==> config.mk <==
export PLATFORM = sky130hd
export DESIGN_NAME = sfcrf_front
export DESIGN_NICKNAME = d
export VERILOG_FILES = /design/src/hdl/unused_placeholder_none.sv /design/src/common/sfcrf_pkg.sv /design/src/hdl/sfcrf_fifo.sv /design/src/hdl/sfcrf_front.sv /design/src/hdl/sfcrf_sync.sv
export VERILOG_INCLUDE_DIRS = /design/src /design/src/common
export SDC_FILE = /design/constraint.sdc
export NUM_CORES = 1
export LEC_CHECK = 0
export ABC_AREA = 0
export BUFFER_PORTS_ARGS = -buffer_cell sky130_fd_sc_hd__buf_2
export CORE_MARGIN = 4
export CORE_UTILIZATION = 55
export DETAILED_ROUTE_END_ITERATION = 10
export GPL_ROUTABILITY_DRIVEN = 0
export PLACE_DENSITY = 0.77
export SLEW_MARGIN = 20
export SYNTH_ARGS = -nofsm -noshare
export SYNTH_HDL_FRONTEND = slang
export SYNTH_SLANG_ARGS = --single-unit
==> constraint.sdc <==
create_clock -name CLK -period 5.7 [get_ports CLK]
set_input_delay 1.14 -clock CLK [delete_from_list [all_inputs] [get_ports CLK]]
set_output_delay 1.14 -clock CLK [all_outputs]
set_load 0.02 [all_outputs]
==> src/common/sfcrf_defines.svh <==
// Constants of the serial flash command and read front end
`ifndef SFCRF_DEFINES_SVH
`define SFCRF_DEFINES_SVH

// ------------------------------------------------------------
// Opcodes
// ------------------------------------------------------------
`define SFCRF_OP_READ 8'h03
`define SFCRF_OP_FAST 8'h0B
`define SFCRF_OP_DISC 8'h5A
`define SFCRF_OP_DUAL 8'hBB
`define SFCRF_OP_WQUAD 8'hE7
`define SFCRF_OP_QIO 8'hEB
`define SFCRF_OP_STAT_RD 8'h05
`define SFCRF_OP_LATCH_SET 8'h06
`define SFCRF_OP_LATCH_CLR 8'h04
`define SFCRF_OP_QUAD_ENTER 8'h35
`define SFCRF_OP_QUAD_EXIT 8'hF5

// ------------------------------------------------------------
// Phase lengths (dummy in clocks, others in bits)
// ------------------------------------------------------------
`define SFCRF_DUMMY_NONE 4'h0
`define SFCRF_DUMMY_FAST 4'h8
`define SFCRF_DUMMY_DUAL 4'h4
`define SFCRF_DUMMY_WQUAD 4'h4
`define SFCRF_DUMMY_QPI_FAST 4'h4
`define SFCRF_DUMMY_QIO 4'h6
`define SFCRF_CMD_BITS 5'h08
`define SFCRF_ADDR_BITS 5'h18

// ------------------------------------------------------------
// Lane widths
// ------------------------------------------------------------
`define SFCRF_W_NONE 3'h0
`define SFCRF_W_SINGLE 3'h1
`define SFCRF_W_DUAL 3'h2
`define SFCRF_W_QUAD 3'h4

// ------------------------------------------------------------
// Status byte, reset values, buffering
// ------------------------------------------------------------
`define SFCRF_STAT_BUSY_BIT 0
`define SFCRF_STAT_WEL_BIT 1
`define SFCRF_WEL_RST 1'b0
`define SFCRF_QUAD_RST 1'b0
`define SFCRF_FILL_BYTE 8'hFF
`define SFCRF_FIFO_WIDTH 8
`define SFCRF_FIFO_DEPTH 8

`endif

==> src/hdl/unused_placeholder_none.sv <==
// Empty compilation unit kept out of the build
`default_nettype none
`default_nettype wire

==> src/common/sfcrf_pkg.sv <==
// Types shared by the serial flash front end
`default_nettype none
`include "sfcrf_defines.svh"
package sfcrf_pkg;

  typedef enum logic [2:0] {
    ST_IDLE,
    ST_CMD,
    ST_ADDR,
    ST_DUMMY,
    ST_DATA,
    ST_HOLD,
    ST_STANDBY
  } sfcrf_state_type;

  // Shape of one decoded instruction
  typedef struct packed {
    logic ok;
    logic arr;
    logic [2:0] addr_w;
    logic [3:0] dummy;
    logic [2:0] data_w;
  } sfcrf_prof_type;

  // Pin bundle as seen after synchronisation
  typedef struct packed {
    logic cs_b;
    logic sclk;
    logic [3:0] io;
  } sfcrf_pins_type;

endpackage
`default_nettype wire

==> src/hdl/sfcrf_fifo.sv <==
// Synchronous FIFO with valid/ready on both sides and a flush
`default_nettype none
module sfcrf_fifo #(
  parameter int WIDTH = 8,
  parameter int DEPTH = 8
) (
  // Clock and reset
  input wire logic clk,
  input wire logic rst_b,
  input wire logic flush,
  // Fill side
  input wire logic in_valid,
  input wire logic [WIDTH-1:0] in_data,
  output logic in_ready,
  // Drain side
  output logic out_valid,
  output logic [WIDTH-1:0] out_data,
  input wire logic out_ready
);

  localparam int AW = $clog2(DEPTH);

  logic [WIDTH-1:0] mem [DEPTH];
  logic [AW-1:0] wr_q;
  logic [AW-1:0] rd_q;
  logic [AW:0] cnt_q;
  logic [AW:0] cnt_d;
  logic push;
  logic pop;

  assign push = in_valid && in_ready && !flush;
  assign pop = out_valid && out_ready && !flush;
  assign out_valid = (cnt_q != '0);
  assign out_data = mem[rd_q];

  always_comb begin
    cnt_d = cnt_q;
    if (flush) begin
      cnt_d = '0;
    end else if (push && !pop) begin
      cnt_d = cnt_q + 1'b1;
    end else if (pop && !push) begin
      cnt_d = cnt_q - 1'b1;
    end
  end

  always_ff @(posedge clk) begin
    if (!rst_b) begin
      wr_q <= '0;
      rd_q <= '0;
      cnt_q <= '0;
      in_ready <= 1'b1;
    end else begin
      cnt_q <= cnt_d;
      // Registered ready: full is known one cycle ahead from the next count
      in_ready <= (cnt_d != (AW + 1)'(DEPTH));
      if (flush) begin
        wr_q <= '0;
        rd_q <= '0;
      end else begin
        if (push) begin
          wr_q <= (wr_q == (AW)'(DEPTH - 1)) ? '0 : wr_q + 1'b1;
        end
        if (pop) begin
          rd_q <= (rd_q == (AW)'(DEPTH - 1)) ? '0 : rd_q + 1'b1;
        end
      end
    end
  end

  always_ff @(posedge clk) begin
    if (push) begin
      mem[wr_q] <= in_data;
    end
  end

endmodule
`default_nettype wire

==> src/hdl/sfcrf_front.sv <==
// Serial flash command decode and read front end
`default_nettype none
`include "sfcrf_defines.svh"
module sfcrf_front (
  // Clock and reset
  input wire logic CLK,
  input wire logic RST_B,
  // Flash pins
  input wire logic CS_B,
  input wire logic SCLK,
  input wire logic [3:0] IO_IN,
  output logic [3:0] IO_OUT,
  output logic [3:0] IO_OE,
  // Array data stream
  output logic [23:0] ARR_ADDR,
  output logic ARR_RD_EN,
  input wire logic ARR_VALID,
  input wire logic [7:0] ARR_DATA,
  output logic ARR_READY,
  // Core status and mode
  input wire logic BUSY,
  input wire logic [5:0] STAT_HI,
  output logic WRITE_ENABLE_LATCH,
  output logic QUAD_MODE
);
  import sfcrf_pkg::*;

  // ------------------------------------------------------------
  // Helpers
  // ------------------------------------------------------------
  function automatic logic [23:0] shift_in(input logic [23:0] s, input logic [3:0] io,
                                           input logic [2:0] w);
    unique case (w)
      `SFCRF_W_SINGLE: return {s[22:0], io[0]};
      `SFCRF_W_DUAL: return {s[21:0], io[1:0]};
      default: return {s[19:0], io};
    endcase
  endfunction

  function automatic logic [3:0] lane_bits(input logic [7:0] b, input logic [2:0] w);
    unique case (w)
      `SFCRF_W_SINGLE: return {2'h0, b[7], 1'h0};
      `SFCRF_W_DUAL: return {2'h0, b[7:6]};
      default: return b[7:4];
    endcase
  endfunction

  function automatic logic [3:0] lane_mask(input logic [2:0] w);
    unique case (w)
      `SFCRF_W_SINGLE: return 4'h2;
      `SFCRF_W_DUAL: return 4'h3;
      default: return 4'hF;
    endcase
  endfunction

  function automatic sfcrf_prof_type decode(input logic [7:0] op, input logic quad,
                                            input logic busy);
    sfcrf_prof_type p;
    p = '0;
    p.ok = 1'b1;
    if (quad) begin
      // Every phase on four lines in quad command mode
      case (op)
        `SFCRF_OP_FAST: begin
          p.arr = 1'b1;
          p.addr_w = `SFCRF_W_QUAD;
          p.dummy = `SFCRF_DUMMY_QPI_FAST;
          p.data_w = `SFCRF_W_QUAD;
        end
        `SFCRF_OP_QIO: begin
          p.arr = 1'b1;
          p.addr_w = `SFCRF_W_QUAD;
          p.dummy = `SFCRF_DUMMY_QIO;
          p.data_w = `SFCRF_W_QUAD;
        end
        `SFCRF_OP_STAT_RD: p.data_w = `SFCRF_W_QUAD;
        `SFCRF_OP_LATCH_SET, `SFCRF_OP_LATCH_CLR,
        `SFCRF_OP_QUAD_ENTER, `SFCRF_OP_QUAD_EXIT: p.data_w = `SFCRF_W_NONE;
        default: p.ok = 1'b0;
      endcase
    end else begin
      case (op)
        `SFCRF_OP_READ: begin
          p.arr = 1'b1;
          p.addr_w = `SFCRF_W_SINGLE;
          p.dummy = `SFCRF_DUMMY_NONE;
          p.data_w = `SFCRF_W_SINGLE;
        end
        `SFCRF_OP_FAST, `SFCRF_OP_DISC: begin
          p.arr = 1'b1;
          p.addr_w = `SFCRF_W_SINGLE;
          p.dummy = `SFCRF_DUMMY_FAST;
          p.data_w = `SFCRF_W_SINGLE;
        end
        `SFCRF_OP_DUAL: begin
          p.arr = 1'b1;
          p.addr_w = `SFCRF_W_DUAL;
          p.dummy = `SFCRF_DUMMY_DUAL;
          p.data_w = `SFCRF_W_DUAL;
        end
        `SFCRF_OP_WQUAD: begin
          p.arr = 1'b1;
          p.addr_w = `SFCRF_W_QUAD;
          p.dummy = `SFCRF_DUMMY_WQUAD;
          p.data_w = `SFCRF_W_QUAD;
        end
        `SFCRF_OP_QIO: begin
          p.arr = 1'b1;
          p.addr_w = `SFCRF_W_QUAD;
          p.dummy = `SFCRF_DUMMY_QIO;
          p.data_w = `SFCRF_W_QUAD;
        end
        `SFCRF_OP_STAT_RD: p.data_w = `SFCRF_W_SINGLE;
        `SFCRF_OP_LATCH_SET, `SFCRF_OP_LATCH_CLR,
        `SFCRF_OP_QUAD_ENTER, `SFCRF_OP_QUAD_EXIT: p.data_w = `SFCRF_W_NONE;
        default: p.ok = 1'b0;
      endcase
    end
    // Array access during a write cycle is refused, the core is untouched
    if (p.arr && busy) begin
      p.ok = 1'b0;
    end
    return p;
  endfunction

  // ------------------------------------------------------------
  // Pin sampling and clock edges
  // ------------------------------------------------------------
  sfcrf_pins_type pins_raw;
  sfcrf_pins_type pins_s;
  logic sclk_prev_q;
  logic cs_prev_q;
  logic rise;
  logic fall;
  logic cs_rise;

  assign pins_raw = '{cs_b: CS_B, sclk: SCLK, io: IO_IN};

  sfcrf_sync #(
    .WIDTH($bits(sfcrf_pins_type)),
    .RST_VAL(6'h20)
  ) u_sync (
    .clk(CLK),
    .rst_b(RST_B),
    .d(pins_raw),
    .q(pins_s)
  );

  always_ff @(posedge CLK) begin
    if (!RST_B) begin
      sclk_prev_q <= 1'b0;
      cs_prev_q <= 1'b1;
    end else begin
      sclk_prev_q <= pins_s.sclk;
      cs_prev_q <= pins_s.cs_b;
    end
  end

  // Either idle level works: only edges inside the frame are used
  assign rise = !pins_s.cs_b && pins_s.sclk && !sclk_prev_q;
  assign fall = !pins_s.cs_b && !pins_s.sclk && sclk_prev_q;
  assign cs_rise = pins_s.cs_b && !cs_prev_q;

  // ------------------------------------------------------------
  // Frame sequencing
  // ------------------------------------------------------------
  sfcrf_state_type st_q;
  sfcrf_prof_type prof_q;
  sfcrf_prof_type prof_d;
  logic [23:0] sh_q;
  logic [23:0] sh_d;
  logic [4:0] cnt_q;
  logic [4:0] cnt_d;
  logic [2:0] cmd_w;
  logic [7:0] op_q;
  logic extra_q;
  logic quad_q;
  logic wel_q;

  assign cmd_w = quad_q ? `SFCRF_W_QUAD : `SFCRF_W_SINGLE;
  assign sh_d = shift_in(sh_q, pins_s.io, (st_q == ST_ADDR) ? prof_q.addr_w : cmd_w);
  assign cnt_d = cnt_q + 5'((st_q == ST_ADDR) ? prof_q.addr_w : cmd_w);
  assign prof_d = decode(sh_d[7:0], quad_q, BUSY);

  always_ff @(posedge CLK) begin
    if (!RST_B) begin
      st_q <= ST_IDLE;
      prof_q <= '0;
      sh_q <= '0;
      cnt_q <= '0;
      op_q <= '0;
      extra_q <= 1'b0;
    end else if (pins_s.cs_b) begin
      // Chip select high ends active mode and standby alike
      st_q <= ST_IDLE;
      cnt_q <= '0;
      extra_q <= 1'b0;
    end else begin
      unique case (st_q)
        ST_IDLE: begin
          st_q <= ST_CMD;
          cnt_q <= '0;
        end
        ST_CMD: if (rise) begin
          sh_q <= sh_d;
          cnt_q <= cnt_d;
          if (cnt_d == `SFCRF_CMD_BITS) begin
            op_q <= sh_d[7:0];
            prof_q <= prof_d;
            cnt_q <= '0;
            if (!prof_d.ok) begin
              st_q <= ST_STANDBY;
            end else if (prof_d.addr_w != `SFCRF_W_NONE) begin
              st_q <= ST_ADDR;
            end else if (prof_d.data_w != `SFCRF_W_NONE) begin
              st_q <= ST_DATA;
            end else begin
              st_q <= ST_HOLD;
            end
          end
        end
        ST_ADDR: if (rise) begin
          sh_q <= sh_d;
          cnt_q <= cnt_d;
          if (cnt_d == `SFCRF_ADDR_BITS) begin
            cnt_q <= '0;
            st_q <= (prof_q.dummy == `SFCRF_DUMMY_NONE) ? ST_DATA : ST_DUMMY;
          end
        end
        ST_DUMMY: if (rise) begin
          cnt_q <= cnt_q + 5'h01;
          if (cnt_q + 5'h01 == {1'b0, prof_q.dummy}) begin
            st_q <= ST_DATA;
          end
        end
        // Any clock after the opcode breaks the byte boundary
        ST_HOLD: if (rise) begin
          extra_q <= 1'b1;
        end
        ST_DATA, ST_STANDBY: st_q <= st_q;
      endcase
    end
  end

  // ------------------------------------------------------------
  // Mode and write latch, acted on at chip select release
  // ------------------------------------------------------------
  logic exec;

  assign exec = cs_rise && (st_q == ST_HOLD) && !extra_q;

  always_ff @(posedge CLK) begin
    if (!RST_B) begin
      quad_q <= `SFCRF_QUAD_RST;
      wel_q <= `SFCRF_WEL_RST;
    end else if (exec) begin
      unique case (op_q)
        `SFCRF_OP_QUAD_ENTER: quad_q <= 1'b1;
        `SFCRF_OP_QUAD_EXIT: quad_q <= 1'b0;
        `SFCRF_OP_LATCH_SET: wel_q <= 1'b1;
        `SFCRF_OP_LATCH_CLR: wel_q <= 1'b0;
        default: wel_q <= wel_q;
      endcase
    end
  end

  assign WRITE_ENABLE_LATCH = wel_q;
  assign QUAD_MODE = quad_q;

  // ------------------------------------------------------------
  // Array fetch into the buffer
  // ------------------------------------------------------------
  logic rd_en_q;
  logic [23:0] addr_q;
  logic fifo_in_ready;
  logic fifo_out_valid;
  logic [7:0] fifo_out_data;
  logic fifo_pop;

  always_ff @(posedge CLK) begin
    if (!RST_B) begin
      rd_en_q <= 1'b0;
      addr_q <= '0;
    end else begin
      rd_en_q <= !pins_s.cs_b && (st_q == ST_DATA) && prof_q.arr;
      if (!rd_en_q) begin
        addr_q <= sh_q;
      end else if (ARR_VALID && fifo_in_ready) begin
        addr_q <= addr_q + 24'h000001;
      end
    end
  end

  // Flush while idle so no stale byte leaks into the next frame
  sfcrf_fifo #(
    .WIDTH(`SFCRF_FIFO_WIDTH),
    .DEPTH(`SFCRF_FIFO_DEPTH)
  ) u_fifo (
    .clk(CLK),
    .rst_b(RST_B),
    .flush(!rd_en_q),
    .in_valid(ARR_VALID && rd_en_q),
    .in_data(ARR_DATA),
    .in_ready(fifo_in_ready),
    .out_valid(fifo_out_valid),
    .out_data(fifo_out_data),
    .out_ready(fifo_pop)
  );

  assign ARR_ADDR = addr_q;
  assign ARR_RD_EN = rd_en_q;
  assign ARR_READY = fifo_in_ready;

  // ------------------------------------------------------------
  // Output shifter
  // ------------------------------------------------------------
  logic [7:0] out_q;
  logic [3:0] left_q;
  logic [3:0] io_out_q;
  logic [3:0] io_oe_q;
  logic [7:0] stat_byte;
  logic [7:0] next_byte;
  logic load;

  always_comb begin
    stat_byte = {STAT_HI, 2'h0};
    stat_byte[`SFCRF_STAT_WEL_BIT] = wel_q;
    stat_byte[`SFCRF_STAT_BUSY_BIT] = BUSY;
  end

  assign load = fall && (st_q == ST_DATA) && (left_q == 4'h0);
  assign fifo_pop = load && prof_q.arr;
  // An empty buffer sends fill bytes rather than stalling the host clock
  assign next_byte = !prof_q.arr ? stat_byte : (fifo_out_valid ? fifo_out_data : `SFCRF_FILL_BYTE);

  always_ff @(posedge CLK) begin
    if (!RST_B) begin
      out_q <= '0;
      left_q <= '0;
      io_out_q <= '0;
      io_oe_q <= '0;
    end else if (pins_s.cs_b || st_q != ST_DATA) begin
      // Lines stay released outside the data phase and in standby
      left_q <= '0;
      io_out_q <= '0;
      io_oe_q <= '0;
    end else if (fall) begin
      io_oe_q <= lane_mask(prof_q.data_w);
      if (load) begin
        io_out_q <= lane_bits(next_byte, prof_q.data_w);
        out_q <= next_byte << prof_q.data_w;
        left_q <= 4'h8 - {1'b0, prof_q.data_w};
      end else begin
        io_out_q <= lane_bits(out_q, prof_q.data_w);
        out_q <= out_q << prof_q.data_w;
        left_q <= left_q - {1'b0, prof_q.data_w};
      end
    end
  end

  assign IO_OUT = io_out_q;
  assign IO_OE = io_oe_q;

endmodule
`default_nettype wire

==> src/hdl/sfcrf_sync.sv <==
// Two-flop synchroniser for a bundle of pin levels
`default_nettype none
module sfcrf_sync #(
  parameter int WIDTH = 6,
  parameter logic [WIDTH-1:0] RST_VAL = '0
) (
  // Clock and reset
  input wire logic clk,
  input wire logic rst_b,
  // Levels
  input wire logic [WIDTH-1:0] d,
  output logic [WIDTH-1:0] q
);

  logic [WIDTH-1:0] meta_q;

  always_ff @(posedge clk) begin
    if (!rst_b) begin
      meta_q <= RST_VAL;
      q <= RST_VAL;
    end else begin
      meta_q <= d;
      q <= meta_q;
    end
  end

endmodule
`default_nettype wire

==> impl_metrics.ini, run 1 <==
[finish]
area_growth_pct = 10.75
nets = 979
drive_above_1_share_pct = 13.85
final_cell_mix = dfxtp_1 (123), nor2_1 (93), nand2_1 (89)
fin_cells = 1169
antennaDiodeCount = 0
final_common_cell = dfxtp_1
finish.instance_area_um2 = 10010
fill_cells = 1329

[floorplan]
start_util_pct = 56.50
die-area_um2 = 18550
pin_count = 60
fp.dieW_um = 136.2
rows = 46
die_y_um = 136.2
core_area_um2 = 16000

[min_path]
holdCritPathClass = reg -> reg
hold_depth = 1

[synth]
synth-async-reset-ratio_pct = 0
ys_seq_area_share_pct = 48.94
synth_seq_cells = 189
synth_nets = 952
synth_edf_count = 64
synth_area_um2 = 9040
synth_cells = 913
syn_area_per_cell_um2 = 9.901
synth_ff_type = dfxtp_1
yosys_warnings = 0
synth_cell_types = 72

[flow_run]
maxCapViolCount = 0

[timing]
finalCritPeriodShare_pct = 69.53
max_freq_mhz = 252.3
relSlewSlack_pct = 31.26
final.setup.tns_ps = 0
rsz0062_at_grt = no
tightestPinTransition_ps = 1031
min_period_ps = 3963
setup_viol = 0
postLayoutSetupSlackWorst_ps = 1737
clock_skew_ps = 10.73
hold_viol_final = 0
slew_violations = 0

[critical_path]
cp-end-kind = flop
worstPathArrival_ps = 4330
path_cells = or3b_4 -> nor2_1 -> a21oi_1 -> ha_1 -> ha_1 -> a21oi_2 -> xnor2_1 -> or3_1 -> a221oi_4 -> and4_1 -> nand3_1 -> a21oi_1
critPathSlowestCell = and4_1
cpLargestDelayFamily = simple AND/OR/NAND/NOR gates
required_ps = 6060
critPathBufInv = 0
critPathKind = reg -> reg
crit_fanout = 22
rr_worst_depth = 12
slowest_delay_ps = 760
worstSetupStartpointType = flop
crit_cells = 12

[grt]
antenna_found_initial = 0
grt_pass1_wl_mm = 33.81
grt_overflow = 0
grt_pass1_vias = 6605
grt_max_degree = 56
gr-usage-all-layers_pct = 22.76

[power]
p_leak_nw = 3.447
ir_drop_v = 0.0002089
p_per_area_nw_per_um2 = 259.8

[placed_design]
pre_cts_ws_ps = 1809
dp_hpwl_mm = 13.69
port_buffers = 59
placed_area_um2 = 9428
dpl.cell_count = 1137

[clock_tree]
cts-root-buf = clkbuf_16
ctsResizeCount = 0
ctsHtreeMaxLevel = 4
insertion_delay_ps = 440
clk_pin_slew_worst_paths_ps = 80
clk_path_buf_depth = 2
cts_buffers = 17
cts_tree = built
clock_sinks = 189
cts_post_setup_buffers_inserted = 0
cts_hold_buffers = 0

[outcome]
outcome = finished clean

[routing]
vias = 7016
drtIter0Drc = 605
dr.pass1.iters = 7
drc_errors = 0
wl_mm = 20.75
wl_per_cell_um = 17.75
antenna_left = 0
vias_per_cell = 6.002
==> worst paths after layout <==
kind | slack, ps | start | end
max reg2reg | 1740 | st_q[1]$_SDFFE_PP0P_ | prof_q[8]$_SDFFE_PN0P_
max | 1740 | st_q[1]$_SDFFE_PP0P_ | prof_q[8]$_SDFFE_PN0P_
min | 440 | u_sync.meta_q[0]$_SDFF_PN0_ | u_sync.q[0]$_SDFF_PN0_
min reg2reg | 440 | u_sync.meta_q[0]$_SDFF_PN0_ | u_sync.q[0]$_SDFF_PN0_
==> through the flow <==
| step | total power [W] | hold WS, ps | utilization (%) |
|---|---|---|---|
| floorplan | 0.001450 | 386.3 | - |
| detailed placement | 0.001470 | 427.4 | 58.92 |
| finish | 0.002601 | 444.1 | 62.57 |
| CTS | 0.002611 | 447.8 | 62.57 |
| global route | 0.002686 | 466.2 | 62.57 |
| global placement | 0.001469 | 421.0 | 58.92 |
==> sequential cells by signal, summed over array words and instances, names as in the netlist, named ones only <==
name                flops
u_fifo.mem             64
ARR_ADDR               24
sh_q                   24
prof_q                 10
op_q                    8
out_q                   8
u_sync.meta_q           6
u_sync.q                6
cnt_q                   5
IO_OUT                  4
left_q                  4
u_fifo.cnt_q            4
IO_OE                   3
st_q                    3
u_fifo.rd_q             3
u_fifo.wr_q             3
ARR_RD_EN               1
QUAD_MODE               1
WRITE_ENABLE_LATCH      1
cs_prev_q               1
extra_q                 1
sclk_prev_q             1
u_fifo.in_ready         1
==> Yosys cell counts (17+ instances only) <==
| cell type | instances | area share (%) |
|---|---|---|
| nand3_1 | 24 | 1.3 |
| a221oi_1 | 17 | 1.6 |
| inv_1 | 20 | 0.83 |
| nor2_1 | 93 | 3.9 |
| a21oi_1 | 67 | 3.7 |
| mux2i_1 | 20 | 2.2 |
| clkbuf_1 | 46 | 1.9 |
| edfxtp_1 | 64 | 21 |
| xor2_1 | 19 | 1.8 |
| a211oi_1 | 37 | 3.1 |
| o21ai_0 | 51 | 2.8 |
| dfxtp_1 | 125 | 28 |
| and2_1 | 19 | 1.3 |
| xnor2_1 | 18 | 1.7 |
| nand2_1 | 89 | 3.7 |
==> worst register-to-register path, delay by kind of cell, from the launching register on <==
| family | cells | cell delay, ps |
|---|---|---|
| AND/OR/NAND/NOR | 5 | 1920 |
| AO/OA/AOI/OAI | 4 | 710 |
| flip-flops | 1 | 690 |
| adder cells (fa/ha/maj) | 2 | 450 |
| XOR/XNOR | 1 | 120 |
==> report_power, final <==
group	internal (W)	switching (W)
logic	0.0000132	0.0000289
clock network	0.000590	0.000571
registers	0.00139	0.00000383
total	0.00200	0.000604
==> per-layer routing <==
layer  track usage, %  part of all wire (%)  vias up  wire length [um]
met1            32.19                    45     3321              9410
met3            4.626                   5.7       26              1183
li1                 -                     -     3447                 -
met4            6.999                   1.1        0               229
met5                0                     0        -                 0
met2            35.44                    48      222              9929
==> cell type report <==
cell class                 count  area [um^2]  area share, %
clock buffer                  18        429.2          4.286
clock inverter                14        153.9          1.537
inverter                      22        82.58         0.8248
multi-input combinational    645         4309          43.04
sequential                   189         4427          44.21
tap                          216        270.3          2.699
timing repair buffer          65        340.3          3.399
==> cells by family (layout without fill, tap and decap cells) <==
family,Yosys count,in the layout,share of synthesized area [%]
and+or+nand+nor,314,314,17.09
AOI/OAI and AO/OA,240,240,18.03
DFF,189,189,48.94
buffers and inverters,79,119,3.502
muxes,38,38,6.574
xor gates and xnor gates,37,37,3.585
adders and majority gates,16,16,2.270
Power figures use the tool's default switching activity.
==> run 2: changes to the inputs <==
PLACE_DENSITY = 0.8   (was 0.77)
clock period = 3.3 ns   (was 5.7 ns; I/O delays follow)
==> impl_metrics.ini, run 2 (synthesis gave the netlist of run 1 again) <==
[routing]
wl_met3_mm = 1.325
drtIter0Drc = 621
antenna_left = 0
drc_errors = 0
dr.max_layer_used = met4
wl_per_cell_um = 17.82
vias_per_cell = 6.105
dr.pass1.iters = 5
m1WireLength_mm = 9.285
vias = 7356
wl_mm = 21.48
wl_met2_mm = 10.54

[critical_path]
critPathSlowestCell = or3b_4
cp-end-kind = flop
required_ps = 3620
worstSetupStartpointType = flop
rrSetupSlack_ps = 130
path_cells = or3b_4 -> nor2_1 -> a21oi_1 -> ha_2 -> ha_1 -> a21oi_2 -> xnor2_2 -> or3_4 -> a221oi_4 -> o221ai_1 -> or3b_4 -> o31a_1
crit_fanout = 5
critPathKind = reg -> reg
cpMostUsedCell = or3b_4
crit_start = st_q[1]$_SDFFE_PP0P_
regToRegStartpoint = st_q[1]$_SDFFE_PP0P_
crit_cells = 12
critPathBufInv = 0
rr_worst_depth = 12
cpLargestDelayFamily = simple AND/OR/NAND/NOR gates
slowest_delay_ps = 440
worstPathArrival_ps = 3490

[grt]
grt_overflow = 0
grt_max_degree = 49
grt_pass1_wl_mm = 34.92
antenna_found_initial = 0
gr-usage-all-layers_pct = 23.68
grt_pass1_vias = 6736

[finish]
nets = 1015
finish.instance_area_um2 = 10310
drive_above_1_share_pct = 17.29
final_cell_mix = dfxtp_1 (124), nor2_1 (93), nand2_1 (89)
regMostFlops = u_fifo.mem
largest_reg_flops = 64
area_growth_pct = 14.05
antennaDiodeCount = 0
final_common_cell = dfxtp_1

[floorplan]
fp.dieW_um = 136.2
die-area_um2 = 18550
pin_count = 60
die_y_um = 136.2
rows = 46
core_area_um2 = 16000
start_util_pct = 56.50

[power]
power_w = 0.004514
p_per_area_nw_per_um2 = 437.9
p_leak_nw = 3.640
ir_drop_v = 0.0004431

[clock_tree]
cts_tree = built
cts-root-buf = clkbuf_16
ctsHtreeMaxLevel = 4
clk_pin_slew_worst_paths_ps = 70
cts_buffers = 17
clock_sinks = 189
cts_hold_buffers = 0
insertion_delay_ps = 430
clk_path_buf_depth = 2

[timing]
min_period_ps = 3168
relSlewSlack_pct = 41.77
tightestPinTransition_ps = 870.3
holdWs_ps = 410.0
slew_violations = 0
setup_viol = 0
clock_skew_ps = 10.63
postLayoutSetupSlackWorst_ps = 131.8
hold_viol_final = 0
max_freq_mhz = 315.6
finalCritPeriodShare_pct = 96.01

[placed_design]
placed_area_um2 = 9696
dp_hpwl_mm = 14.76
port_buffers = 59
pre_cts_ws_ps = 125.6

[min_path]
holdCritPathClass = in -> reg
hold_depth = 2
holdCritStartpoint = CS_B

[flow_run]
maxCapViolCount = 0

[outcome]
outcome = finished clean
run 2: cell count changes in the layout (fill, tap and decap cells not counted), sizes merged:
cell	before	now
clkinv	6	11
buf	65	101
clkbuf	18	17
inv	29	25
bufinv	0	1
clkinvlp	1	0
run 2: per-layer routing:
metal | vias up | global-route usage (%)
met5 | - | 0
met2 | 265 | 38.39
met1 | 3546 | 32.31
met4 | 0 | 6.775
met3 | 32 | 4.959
li1 | 3513 | -
run 2: through the flow:
step,util [%],setup TNS [ps],instances
final,64.44,0,1205
after global routing,64.44,-49.30,1205
after CTS,64.22,0,1203
after detailed placement,60.60,0,1171
after global placement,60.60,0,1171
after floorplan,-,0,913
run 2: layout make-up:
class                      instances  area [um^2]
inverter                          22        82.58
clock buffer                      17        425.4
fill                            1311         5690
tap                              216        270.3
sequential                       189         4425
multi-input combinational        645         4329
timing repair buffer             101        623.1
clock inverter                    15        153.9
run 2: where the power goes:
group | internal, W | total, W | switching, W
registers | 0.00241 | 0.00241 | 0.00000541
logic | 0.0000258 | 0.0000783 | 0.0000525
clock network | 0.00107 | 0.00202 | 0.000956
total | 0.00350 | 0.00451 | 0.00101
run 2: path summary, 6_finish.rpt:
check,to
worst max-delay path,st_q[0]$_SDFFE_PP0P_
worst min register to register,u_sync.q[0]$_SDFF_PN0_
worst max register to register,st_q[0]$_SDFFE_PP0P_
worst min-delay path,u_sync.meta_q[5]$_SDFF_PN1_
run 2: worst reg2reg max path: cells and delay by family, from the launching register on:
family | cells | cell delay, ps
AOI/OAI and AO/OA | 5 | 930
xor gates and xnor gates | 1 | 110
adders and majority gates | 2 | 400
DFF | 1 | 330
and+or+nand+nor | 4 | 1300
run 2: repair_timing:
action                     in CTS  in global routing
buffers inserted                0                  2
resized for setup               0                  5
setup endpoints to repair       0                  5
